File: src/pmd_defs.svh
// Register offsets, field positions and reset values of the peripheral disable block.
`ifndef PMD_DEFS_SVH
`define PMD_DEFS_SVH
`define CTRL1_ADDR 12'h000
`define CTRL1_RESET 16'h0000
`define BIT_TIMER5 15
`define BIT_TIMER4 14
`define BIT_TIMER3 13
`define BIT_TIMER2 12
`define BIT_TIMER1 11
`define BIT_ENCODER 10
`define BIT_PULSE 9
`define BIT_UNUSED8 8
`define BIT_I2C1 7
`define BIT_UART2 6
`define BIT_UART1 5
`define BIT_SPI2 4
`define BIT_SPI1 3
`define BIT_UNUSED2 2
`define BIT_CAN 1
`define BIT_ADC 0
`define WORD_LSBS 2
`define ZERO_WORD 32'h0000_0000
`endif

File: src/pmd_pkg.sv
// Types shared by the peripheral disable block.
`default_nettype none
package pmd_pkg;
  typedef struct packed {
    logic [15:0] ctrl1;
  } state_type;
  typedef enum logic [1:0] {
    acc_idle = 2'h1,
    acc_done = 2'h2
  } acc_type;
  typedef struct packed {
    logic [31:0] rdata;
    logic [15:0] shadow;
  } bus_state_type;
endpackage : pmd_pkg
`default_nettype wire

File: src/disable_if.sv
// Interface that carries the write strobe and control word between bus slave and register.
`timescale 1ns/100ps
`default_nettype none
interface disable_if;
  logic wr_en;
  logic [15:0] wr_data;
  logic [15:0] ctrl1;
  modport slave (output wr_en, output wr_data, input ctrl1);
  modport regs (input wr_en, input wr_data, output ctrl1);
endinterface : disable_if
`default_nettype wire

File: src/disable_reg.sv
// Control word holding the per-peripheral disable bits.
`timescale 1ns/100ps
`default_nettype none
`include "pmd_defs.svh"
module disable_reg #(
  parameter bit has_motor = 1'b1,
  parameter bit has_can = 1'b1
) (
  input wire logic pclk,
  input wire logic presetn,
  disable_if.regs bus
);
  pmd_pkg::state_type state_q;
  pmd_pkg::state_type state_d;
  logic [15:0] impl_mask;

  // Unimplemented positions are masked so they can never hold a one.
  always_comb begin
    impl_mask = 16'hffff;
    impl_mask[`BIT_UNUSED8] = 1'b0;
    impl_mask[`BIT_UNUSED2] = 1'b0;
    impl_mask[`BIT_ENCODER] = has_motor;
    impl_mask[`BIT_PULSE] = has_motor;
    impl_mask[`BIT_CAN] = has_can;
  end

  always_comb begin
    state_d = state_q;
    if (bus.wr_en) begin
      state_d.ctrl1 = bus.wr_data & impl_mask;
    end
  end

  always_ff @(posedge pclk or negedge presetn) begin
    if (!presetn) begin
      state_q <= '{ctrl1: `CTRL1_RESET};
    end else begin
      state_q <= state_d;
    end
  end

  assign bus.ctrl1 = state_q.ctrl1;
endmodule : disable_reg
`default_nettype wire

File: src/peripheral_disable.sv
// APB slave holding the peripheral module disable control word and its outputs.
`timescale 1ns/100ps
`default_nettype none
`include "pmd_defs.svh"
// How it works
// - Bit 15 set disables timer 5; clear keeps it enabled.
// - Bit 14 set disables timer 4; clear keeps it enabled.
// - Bit 13 set disables timer 3; clear keeps it enabled.
// - Bit 12 set disables timer 2; clear keeps it enabled.
// - Bit 11 set disables timer 1; clear keeps it enabled.
// - Bit 10 set disables the encoder interface.
// - Bit 9 set disables the pulse generator.
// - Bit 8 is unimplemented and always reads zero.
// - Bit 7 set disables the first I2C controller.
// - Bit 6 set disables the second UART.
// - Bit 5 set disables the first UART.
// - Bit 4 set disables the second SPI port.
// - Encoder and pulse bits exist only on motor-control variants.
// - The CAN bit exists only on variants with a CAN controller.
module peripheral_disable #(
  parameter bit has_motor = 1'b1,
  parameter bit has_can = 1'b1
) (
  input wire logic pclk,
  input wire logic presetn,
  input wire logic psel,
  input wire logic penable,
  input wire logic pwrite,
  input wire logic [11:0] paddr,
  input wire logic [31:0] pwdata,
  input wire logic [3:0] pstrb,
  output logic [31:0] prdata,
  output logic pready,
  output logic pslverr,
  output logic timer5_off,
  output logic timer4_off,
  output logic timer3_off,
  output logic timer2_off,
  output logic timer1_off,
  output logic encoder_if_off,
  output logic pulse_gen_off,
  output logic i2c_port1_off,
  output logic uart_port2_off,
  output logic uart_port1_off,
  output logic spi_port2_off,
  output logic spi_port1_off,
  output logic can_ctrl_off,
  output logic adc_unit_off
);
  disable_if dif ();
  pmd_pkg::bus_state_type bus_q;
  pmd_pkg::bus_state_type bus_d;
  logic hit;
  logic access;
  logic setup;
  logic wr_hit;
  logic rd_hit;
  logic [15:0] ctrl;
  logic [15:0] merged;
  logic [15:0] read_image;
  logic [15:0] impl_bits;
  logic [15:0] off_image;

  disable_reg #(
    .has_motor(has_motor),
    .has_can(has_can)
  ) u_reg (
    .pclk(pclk),
    .presetn(presetn),
    .bus(dif.regs)
  );

  assign ctrl = dif.ctrl1;
  // Only the word index is decoded; the two byte-offset bits are ignored.
  assign hit = ({paddr[11:`WORD_LSBS], {`WORD_LSBS{1'b0}}} == `CTRL1_ADDR);
  assign setup = psel && !penable;
  assign access = psel && penable;
  assign wr_hit = access && pwrite && hit;
  assign rd_hit = !pwrite && hit;

  // Zero-wait slave: every access completes in its first access cycle.
  assign pready = 1'b1;
  // Unmapped addresses answer with an error and change nothing.
  assign pslverr = access && !hit;

  // Byte strobes merge only the enabled halves of the 16-bit word.
  always_comb begin
    merged = ctrl;
    if (pstrb[0]) begin
      merged[7:0] = pwdata[7:0];
    end
    if (pstrb[1]) begin
      merged[15:8] = pwdata[15:8];
    end
  end

  assign dif.wr_en = wr_hit;
  assign dif.wr_data = merged;

  // The read image is captured in the setup cycle, so prdata comes from a flip-flop and the
  // slave still needs no wait state: nothing can write the word between setup and access.
  always_comb begin
    read_image = ctrl;
    read_image[`BIT_UNUSED8] = 1'b0;
    read_image[`BIT_UNUSED2] = 1'b0;
  end

  // The shadow word is a second, independent copy of the written bits, kept unmasked, that only the
  // assertions read; it has no load, so synthesis drops it.
  always_comb begin
    bus_d = bus_q;
    if (setup) begin
      bus_d.rdata = `ZERO_WORD;
      if (rd_hit) begin
        bus_d.rdata[15:0] = read_image;
      end
    end
    if (wr_hit && pstrb[0]) begin
      bus_d.shadow[7:0] = pwdata[7:0];
    end
    if (wr_hit && pstrb[1]) begin
      bus_d.shadow[15:8] = pwdata[15:8];
    end
  end

  always_ff @(posedge pclk or negedge presetn) begin
    if (!presetn) begin
      bus_q <= '{rdata: `ZERO_WORD, shadow: `CTRL1_RESET};
    end else begin
      bus_q <= bus_d;
    end
  end

  assign prdata = bus_q.rdata;

  assign timer5_off = ctrl[`BIT_TIMER5];
  assign timer4_off = ctrl[`BIT_TIMER4];
  assign timer3_off = ctrl[`BIT_TIMER3];
  assign timer2_off = ctrl[`BIT_TIMER2];
  assign timer1_off = ctrl[`BIT_TIMER1];
  assign encoder_if_off = ctrl[`BIT_ENCODER];
  assign pulse_gen_off = ctrl[`BIT_PULSE];
  assign i2c_port1_off = ctrl[`BIT_I2C1];
  assign uart_port2_off = ctrl[`BIT_UART2];
  assign uart_port1_off = ctrl[`BIT_UART1];
  assign spi_port2_off = ctrl[`BIT_SPI2];
  assign spi_port1_off = ctrl[`BIT_SPI1];
  assign can_ctrl_off = ctrl[`BIT_CAN];
  assign adc_unit_off = ctrl[`BIT_ADC];

  // Which positions this variant implements, worked out apart from the register's own mask.
  always_comb begin
    impl_bits = 16'hffff;
    impl_bits[`BIT_UNUSED8] = 1'b0;
    impl_bits[`BIT_UNUSED2] = 1'b0;
    impl_bits[`BIT_ENCODER] = has_motor;
    impl_bits[`BIT_PULSE] = has_motor;
    impl_bits[`BIT_CAN] = has_can;
  end

  // The disable outputs gathered back into register order for the model check.
  always_comb begin
    off_image = 16'h0000;
    off_image[`BIT_TIMER5] = timer5_off;
    off_image[`BIT_TIMER4] = timer4_off;
    off_image[`BIT_TIMER3] = timer3_off;
    off_image[`BIT_TIMER2] = timer2_off;
    off_image[`BIT_TIMER1] = timer1_off;
    off_image[`BIT_ENCODER] = encoder_if_off;
    off_image[`BIT_PULSE] = pulse_gen_off;
    off_image[`BIT_I2C1] = i2c_port1_off;
    off_image[`BIT_UART2] = uart_port2_off;
    off_image[`BIT_UART1] = uart_port1_off;
    off_image[`BIT_SPI2] = spi_port2_off;
    off_image[`BIT_SPI1] = spi_port1_off;
    off_image[`BIT_CAN] = can_ctrl_off;
    off_image[`BIT_ADC] = adc_unit_off;
  end
endmodule : peripheral_disable
`default_nettype wire

File: config.mk
export PLATFORM = sky130hd
export DESIGN_NAME = peripheral_disable
export DESIGN_NICKNAME = d
export VERILOG_FILES = /design/src/pmd_pkg.sv /design/src/disable_if.sv /design/src/disable_reg.sv /design/src/peripheral_disable.sv
export VERILOG_INCLUDE_DIRS = /design/src
export SDC_FILE = /design/constraint.sdc
export NUM_CORES = 1
export LEC_CHECK = 0
export ABC_AREA = 1
export BUFFER_PORTS_ARGS = -buffer_cell sky130_fd_sc_hd__buf_4
export CAP_MARGIN = 40
export CORE_UTILIZATION = 35
export DETAILED_ROUTE_END_ITERATION = 8
export MAX_ROUTING_LAYER = met4
export PLACE_DENSITY = 0.65
export SETUP_SLACK_MARGIN = 0.02
export SLEW_MARGIN = 20
export SYNTH_ARGS = -nofsm -noshare
export SYNTH_HDL_FRONTEND = slang
export SYNTH_HIERARCHICAL = 1
export SYNTH_SLANG_ARGS = --single-unit
File: constraint.sdc
create_clock -name pclk -period 1 [get_ports pclk]
set_input_delay 0.15 -clock pclk [delete_from_list [all_inputs] [get_ports pclk]]
set_output_delay 0.15 -clock pclk [all_outputs]
set_load 0.01 [all_outputs]
==> out/metrics.cfg, run 1 <==
[power]
swShare_pct=24.02
pwr-share-clk_pct=29.6
leakagePower_nw=1.318
ir_drop_mv=0.5766
combPwrFrac_pct=14.1
total_power_mw=2.014
p_int_mw=1.530
p_per_area_mw_per_mm2=856.7
switching_power_mw=0.4839
seqPwrFrac_pct=56.3

[cells_and_area]
layout.cells.non_filler=344
n_antenna_cell=0
nets=347
syn_to_final_growth_pct=44.98
fill_cells=447
drive_gt1_share_pct=33.90

[die]
boundaryPins=101
core_area_mm2=0.004414
initial_core_util_pct=36.73
die_w_um=70.07
die_area_mm2=0.004909
die_y_um=70.07
std_cell_rows=24

[critical_path]
endpoint_kind=primary output
critPathKind=primary input to primary output
cp.arrival_ps=880
start_kind=primary input
r2r_slack_ps=70
r2r.worst_path.cells=5
worstPathMaxFanout=2
required_ps=850

[sta]
fmax_mhz=969.0
period_minus_slack_ps=1032
hold_viol_final=0
setup_ws_ps=-31.98
rsz0062_at_grt=yes
finalSetupViolCount=1
report.final.slew_viol_count=0
fin_crit_sh_pct=103.2
skew_ps=2.521
worst_hold_slack_ps=181.7

[place]
hpwl_um=2630
dp_slack_ps=-282.1
numPortBuffers=59
placed_cells=324
place.gp.congestion=0.7792

[synth]
syn-cell-area_mm2=0.001622
yosys_warnings=6
syn_avg_cell_area_um2=7.438
syn_inst=218

[detailed_routing]
first_pass_iters=4
drt_iter0_drc=70
remaining_drc_errors=0
wl_per_cell_um=10.78
wirelength_um=3710
antenna_left=0
viasPerCell=4.384
num_vias=1508

[clock_network]
htree_levels=1
clockBufferDepth=2
ctsRootBufferMaster=clkbuf_8
clk_latency_ps=270
path_clk_slew_ps=90
cts_tree=built
clkSinkCount=28
cts_inserted_buffers=3

[global_routing]
track_usage_pct=16.01
grt_max_degree=29
grt_overflow=0
antenna_found_initial=0
grt_pass1_vias=1351
grt_pass1_wl_um=6106

[min_path]
hold-path-cell-count=5
hp-class=primary input to flip-flop

[status]
outcome=complete, but fails checks
violations=negative setup slack

[run]
drv_cap=0

==> metrics by stage <==
stage / utilization, % / instance area (um^2) / TNS, ps
2_1_floorplan: - / 1694 / -3117
3_3_place_gp: 46.23 / 2041 / -4911
3_5_place_dp: 46.23 / 2041 / -5249
4_1_cts: 50.54 / 2231 / -35.87
5_1_grt: 53.26 / 2351 / -101.7
6_report: 53.26 / 2351 / -31.98
==> power groups by stage <==
stage | clock (mW) | combinational (mW) | sequential [mW]
3_3_place_gp | 0 | 0.265 | 1.16
2_1_floorplan | 0 | 0.180 | 1.16
3_5_place_dp | 0 | 0.266 | 1.16
4_1_cts | 0.612 | 0.286 | 1.13
5_1_grt | 0.664 | 0.315 | 1.13
6_report | 0.596 | 0.284 | 1.13
==> registers in the layout, indices dropped and copies added, names as in the netlist <==
signal and flops:
u_reg/bus.ctrl1 14, prdata 14
==> placed cells by master (no fill, tap or decap), types with 5 or more instances in the layout <==
cell and n:
buf_4 48, buf_6 32, conb_1 19, dfrtp_1 28, inv_1 16, inv_2 5
nand2_1 87, nand4_1 14, nor2_1 14, o21ai_0 14
==> area by class of cell <==
class	count	area, um^2	share of cell area [%]
Tap cell	52	65.06	2.767
Multi-Input combinational cell	158	714.4	30.39
Inverter	21	78.83	3.353
Sequential cell	28	700.7	29.80
Timing Repair Buffer	82	750.7	31.93
Clock buffer	3	41.29	1.756
==> layer usage <==
| metal | global-route usage (%) | up-vias | part of all wire (%) |
|---|---|---|---|
| li1 | - | 782 | - |
| met1 | 21.00 | 658 | 46 |
| met2 | 25.11 | 63 | 47 |
| met3 | 3.752 | 5 | 6.6 |
| met4 | 4.000 | 0 | 0.89 |
| met5 | - | - | 0 |
==> worst max-delay path: stages <==
cell and delay, ps:
buf_6 90, or2_4 260, nor2_8 90, buf_6 100, a21oi_2 50, buf_4 140
==> repair_timing <==
item                                    4_1_cts  5_1_grt
buffers inserted                             10        7
endpoints found under the setup margin       26       49
endpoints found under the hold margin        28        0
gates resized for setup                      17       22
pin swaps                                     3        1
hold buffers                                  1        0
==> path summary, 6_finish.rpt <==
| path | start | end |
|---|---|---|
| max in group asynchronous | presetn | u_reg/bus.ctrl1[6] |
| min reg2reg | prdata[13] | prdata[13] |
| max | paddr[3] | pslverr |
| min in group asynchronous | presetn | prdata[5] |
| max reg2reg | u_reg/bus.ctrl1[1] | u_reg/bus.ctrl1[1] |
| min | pwdata[14] | u_reg/bus.ctrl1[14] |
Power figures use the tool's default switching activity.
==> run 2, diff against run 1 <==
- REMOVE_ABC_BUFFERS: unset -> 1
==> run 2 against run 1 <==
Compared with the run above:
- the run still ends with negative setup slack left
- fmax up 1.3%
- power grew 0.99%
- final cell count grew 2.9%
- sequential share of layout area fell by 0.65 points
- sequential power is essentially flat
- setup slack better by 13 ps
- via count increased by 6.2%
- clock skew about the same
- clock power up 1%
- cell area up 2.2%
- die area unchanged
- largest cell class unchanged
- largest power group unchanged
- highest routed layer unchanged
==> out/metrics.cfg, run 2 (synthesis gave the netlist of run 1 again) <==
[global_routing]
grt_overflow=0
track_usage_pct=17.69
grt_pass1_vias=1459
grt_pass1_wl_um=6679
antenna_found_initial=0
grt_max_degree=29

[min_path]
holdPathEnd=u_reg/bus.ctrl1[4]
hp-start=pwdata[4]
hold-path-cell-count=5
hp-class=primary input to flip-flop

[cells_and_area]
nets=357
finalInstanceArea_mm2=0.002404
syn_to_final_growth_pct=48.23
final_cell_mix=88 x nand2_1, 67 x buf_4, 28 x dfrtp_1
seqCellArea_um2=700.7
fill_cells=423
n_antenna_cell=0
layout.cells.non_filler=354
multi_input_area_um2=721.9
layout_commonest_cell=nand2_1
drive_gt1_share_pct=35.76
post-route-util_pct=54.45

[clock_network]
clockBufferDepth=2
clk_latency_ps=270
htree_levels=1
cts_inserted_buffers=3
cts_tree=built
clkSinkCount=28
path_clk_slew_ps=90
ctsRootBufferMaster=clkbuf_8

[power]
combPwrFrac_pct=14.6
pwr-share-clk_pct=29.6
leakagePower_nw=1.368
swShare_pct=24.66
seqPwrFrac_pct=55.7
total_power_mw=2.034
p_int_mw=1.533
p_per_area_mw_per_mm2=846.3
ir_drop_mv=0.4201
switching_power_mw=0.5015

[status]
outcome=complete, but fails checks
violations=negative setup slack

[critical_path]
r2r.worst_path.cells=5
endpoint_kind=primary output
worstPathMaxFanout=2
r2r_slack_ps=50
start_kind=primary input
cp.arrival_ps=870
required_ps=850
critPathKind=primary input to primary output
rr_endpoint=u_reg/bus.ctrl1[12]
rr_startpoint=u_reg/bus.ctrl1[12]

[detailed_routing]
wl_per_cell_um=11.69
first_pass_iters=4
remaining_drc_errors=0
drt_iter0_drc=91
viasPerCell=4.523
num_vias=1601
wirelength_um=4138
antenna_left=0

[die]
die_w_um=70.07
core_area_mm2=0.004414
die_y_um=70.07
die_area_mm2=0.004909
initial_core_util_pct=36.73
std_cell_rows=24
boundaryPins=101

[place]
placed_cell_area_mm2=0.002032
hpwl_um=2714
placed_cells=324
dp_slack_ps=-308.3
place.gp.congestion=0.7648
numPortBuffers=59

[sta]
rsz0062_at_grt=yes
fin_crit_sh_pct=101.9
report.final.slew_viol_count=0
setup_ws_ps=-19.01
fmax_mhz=981.3
period_minus_slack_ps=1019
skew_ps=2.491
finalSetupViolCount=6
hold_viol_final=0

[run]
drv_cap=0

## run 2: cell count changes in the layout (fill, tap and decap cells not counted)
cell	before	now
inv_2	5	4
buf_4	48	67
a21oi_2	1	0
buf_8	0	1
nand2_2	2	1
a21oi_4	0	1
buf_6	32	22
inv_1	16	17
nand2_1	87	88
nor2_2	1	2
nor2_1	14	13
## run 2: cell type report
class / instances / area share, %
Clock buffer: 3 / 1.718
Inverter: 21 / 3.280
Tap cell: 52 / 2.707
Sequential cell: 28 / 29.15
Timing Repair Buffer: 92 / 33.11
Multi-Input combinational cell: 158 / 30.04
## run 2: how the worst max path moves through the flow
stage	start	to	slack [ps]	depth (start not counted)
3_3_place_gp	paddr[3]	u_reg/bus.ctrl1[5]	-280	8
4_1_cts	paddr[2]	pslverr	-30	6
6_report	paddr[2]	pslverr	-20	6
3_5_place_dp	paddr[3]	u_reg/bus.ctrl1[14]	-310	8
2_1_floorplan	paddr[10]	u_reg/bus.ctrl1[0]	-670	8
5_1_grt	paddr[2]	u_reg/bus.ctrl1[7]	-100	8
## run 2: what timing repair did
item	in CTS	in global routing
hold buffers	1	0
gates resized for setup	15	18
setup buffers	13	13
hold endpoints to repair	28	0
pin swaps	7	3
setup endpoints to repair	29	41
## run 2: layer usage
metal | part of all wire [%] | routed length [um] | vias to the layer above | GRT usage, %
met2 | 51 | 2129 | 64 | 29.81
li1 | - | - | 801 | -
met1 | 41 | 1716 | 728 | 21.07
met3 | 5.2 | 217 | 8 | 1.732
met5 | 0 | 0 | - | -
met4 | 1.8 | 74 | 0 | 8.889
## run 2: through the flow
step                      hold WS (ps)  setup TNS, ps
after floorplan                 -145.6          -9376
after global placement           91.84          -5279
after global routing             200.2          -1045
after CTS                        177.7         -34.78
after detailed placement         86.63          -5430
final                            180.8         -44.44
## run 2: critical path: stages
cell and delay (ps):
buf_6 90, or2_4 260, nor2_8 100, buf_8 110, a21oi_4 40, buf_6 120
## run 2: power groups by stage
| stage | clock network [mW] | logic, mW | registers (mW) |
|---|---|---|---|
| after floorplan | 0 | 0.102 | 1.16 |
| after global placement | 0 | 0.270 | 1.16 |
| after detailed placement | 0 | 0.270 | 1.16 |
| after CTS | 0.618 | 0.290 | 1.13 |
| after global routing | 0.656 | 0.328 | 1.13 |
| final | 0.602 | 0.298 | 1.13 |
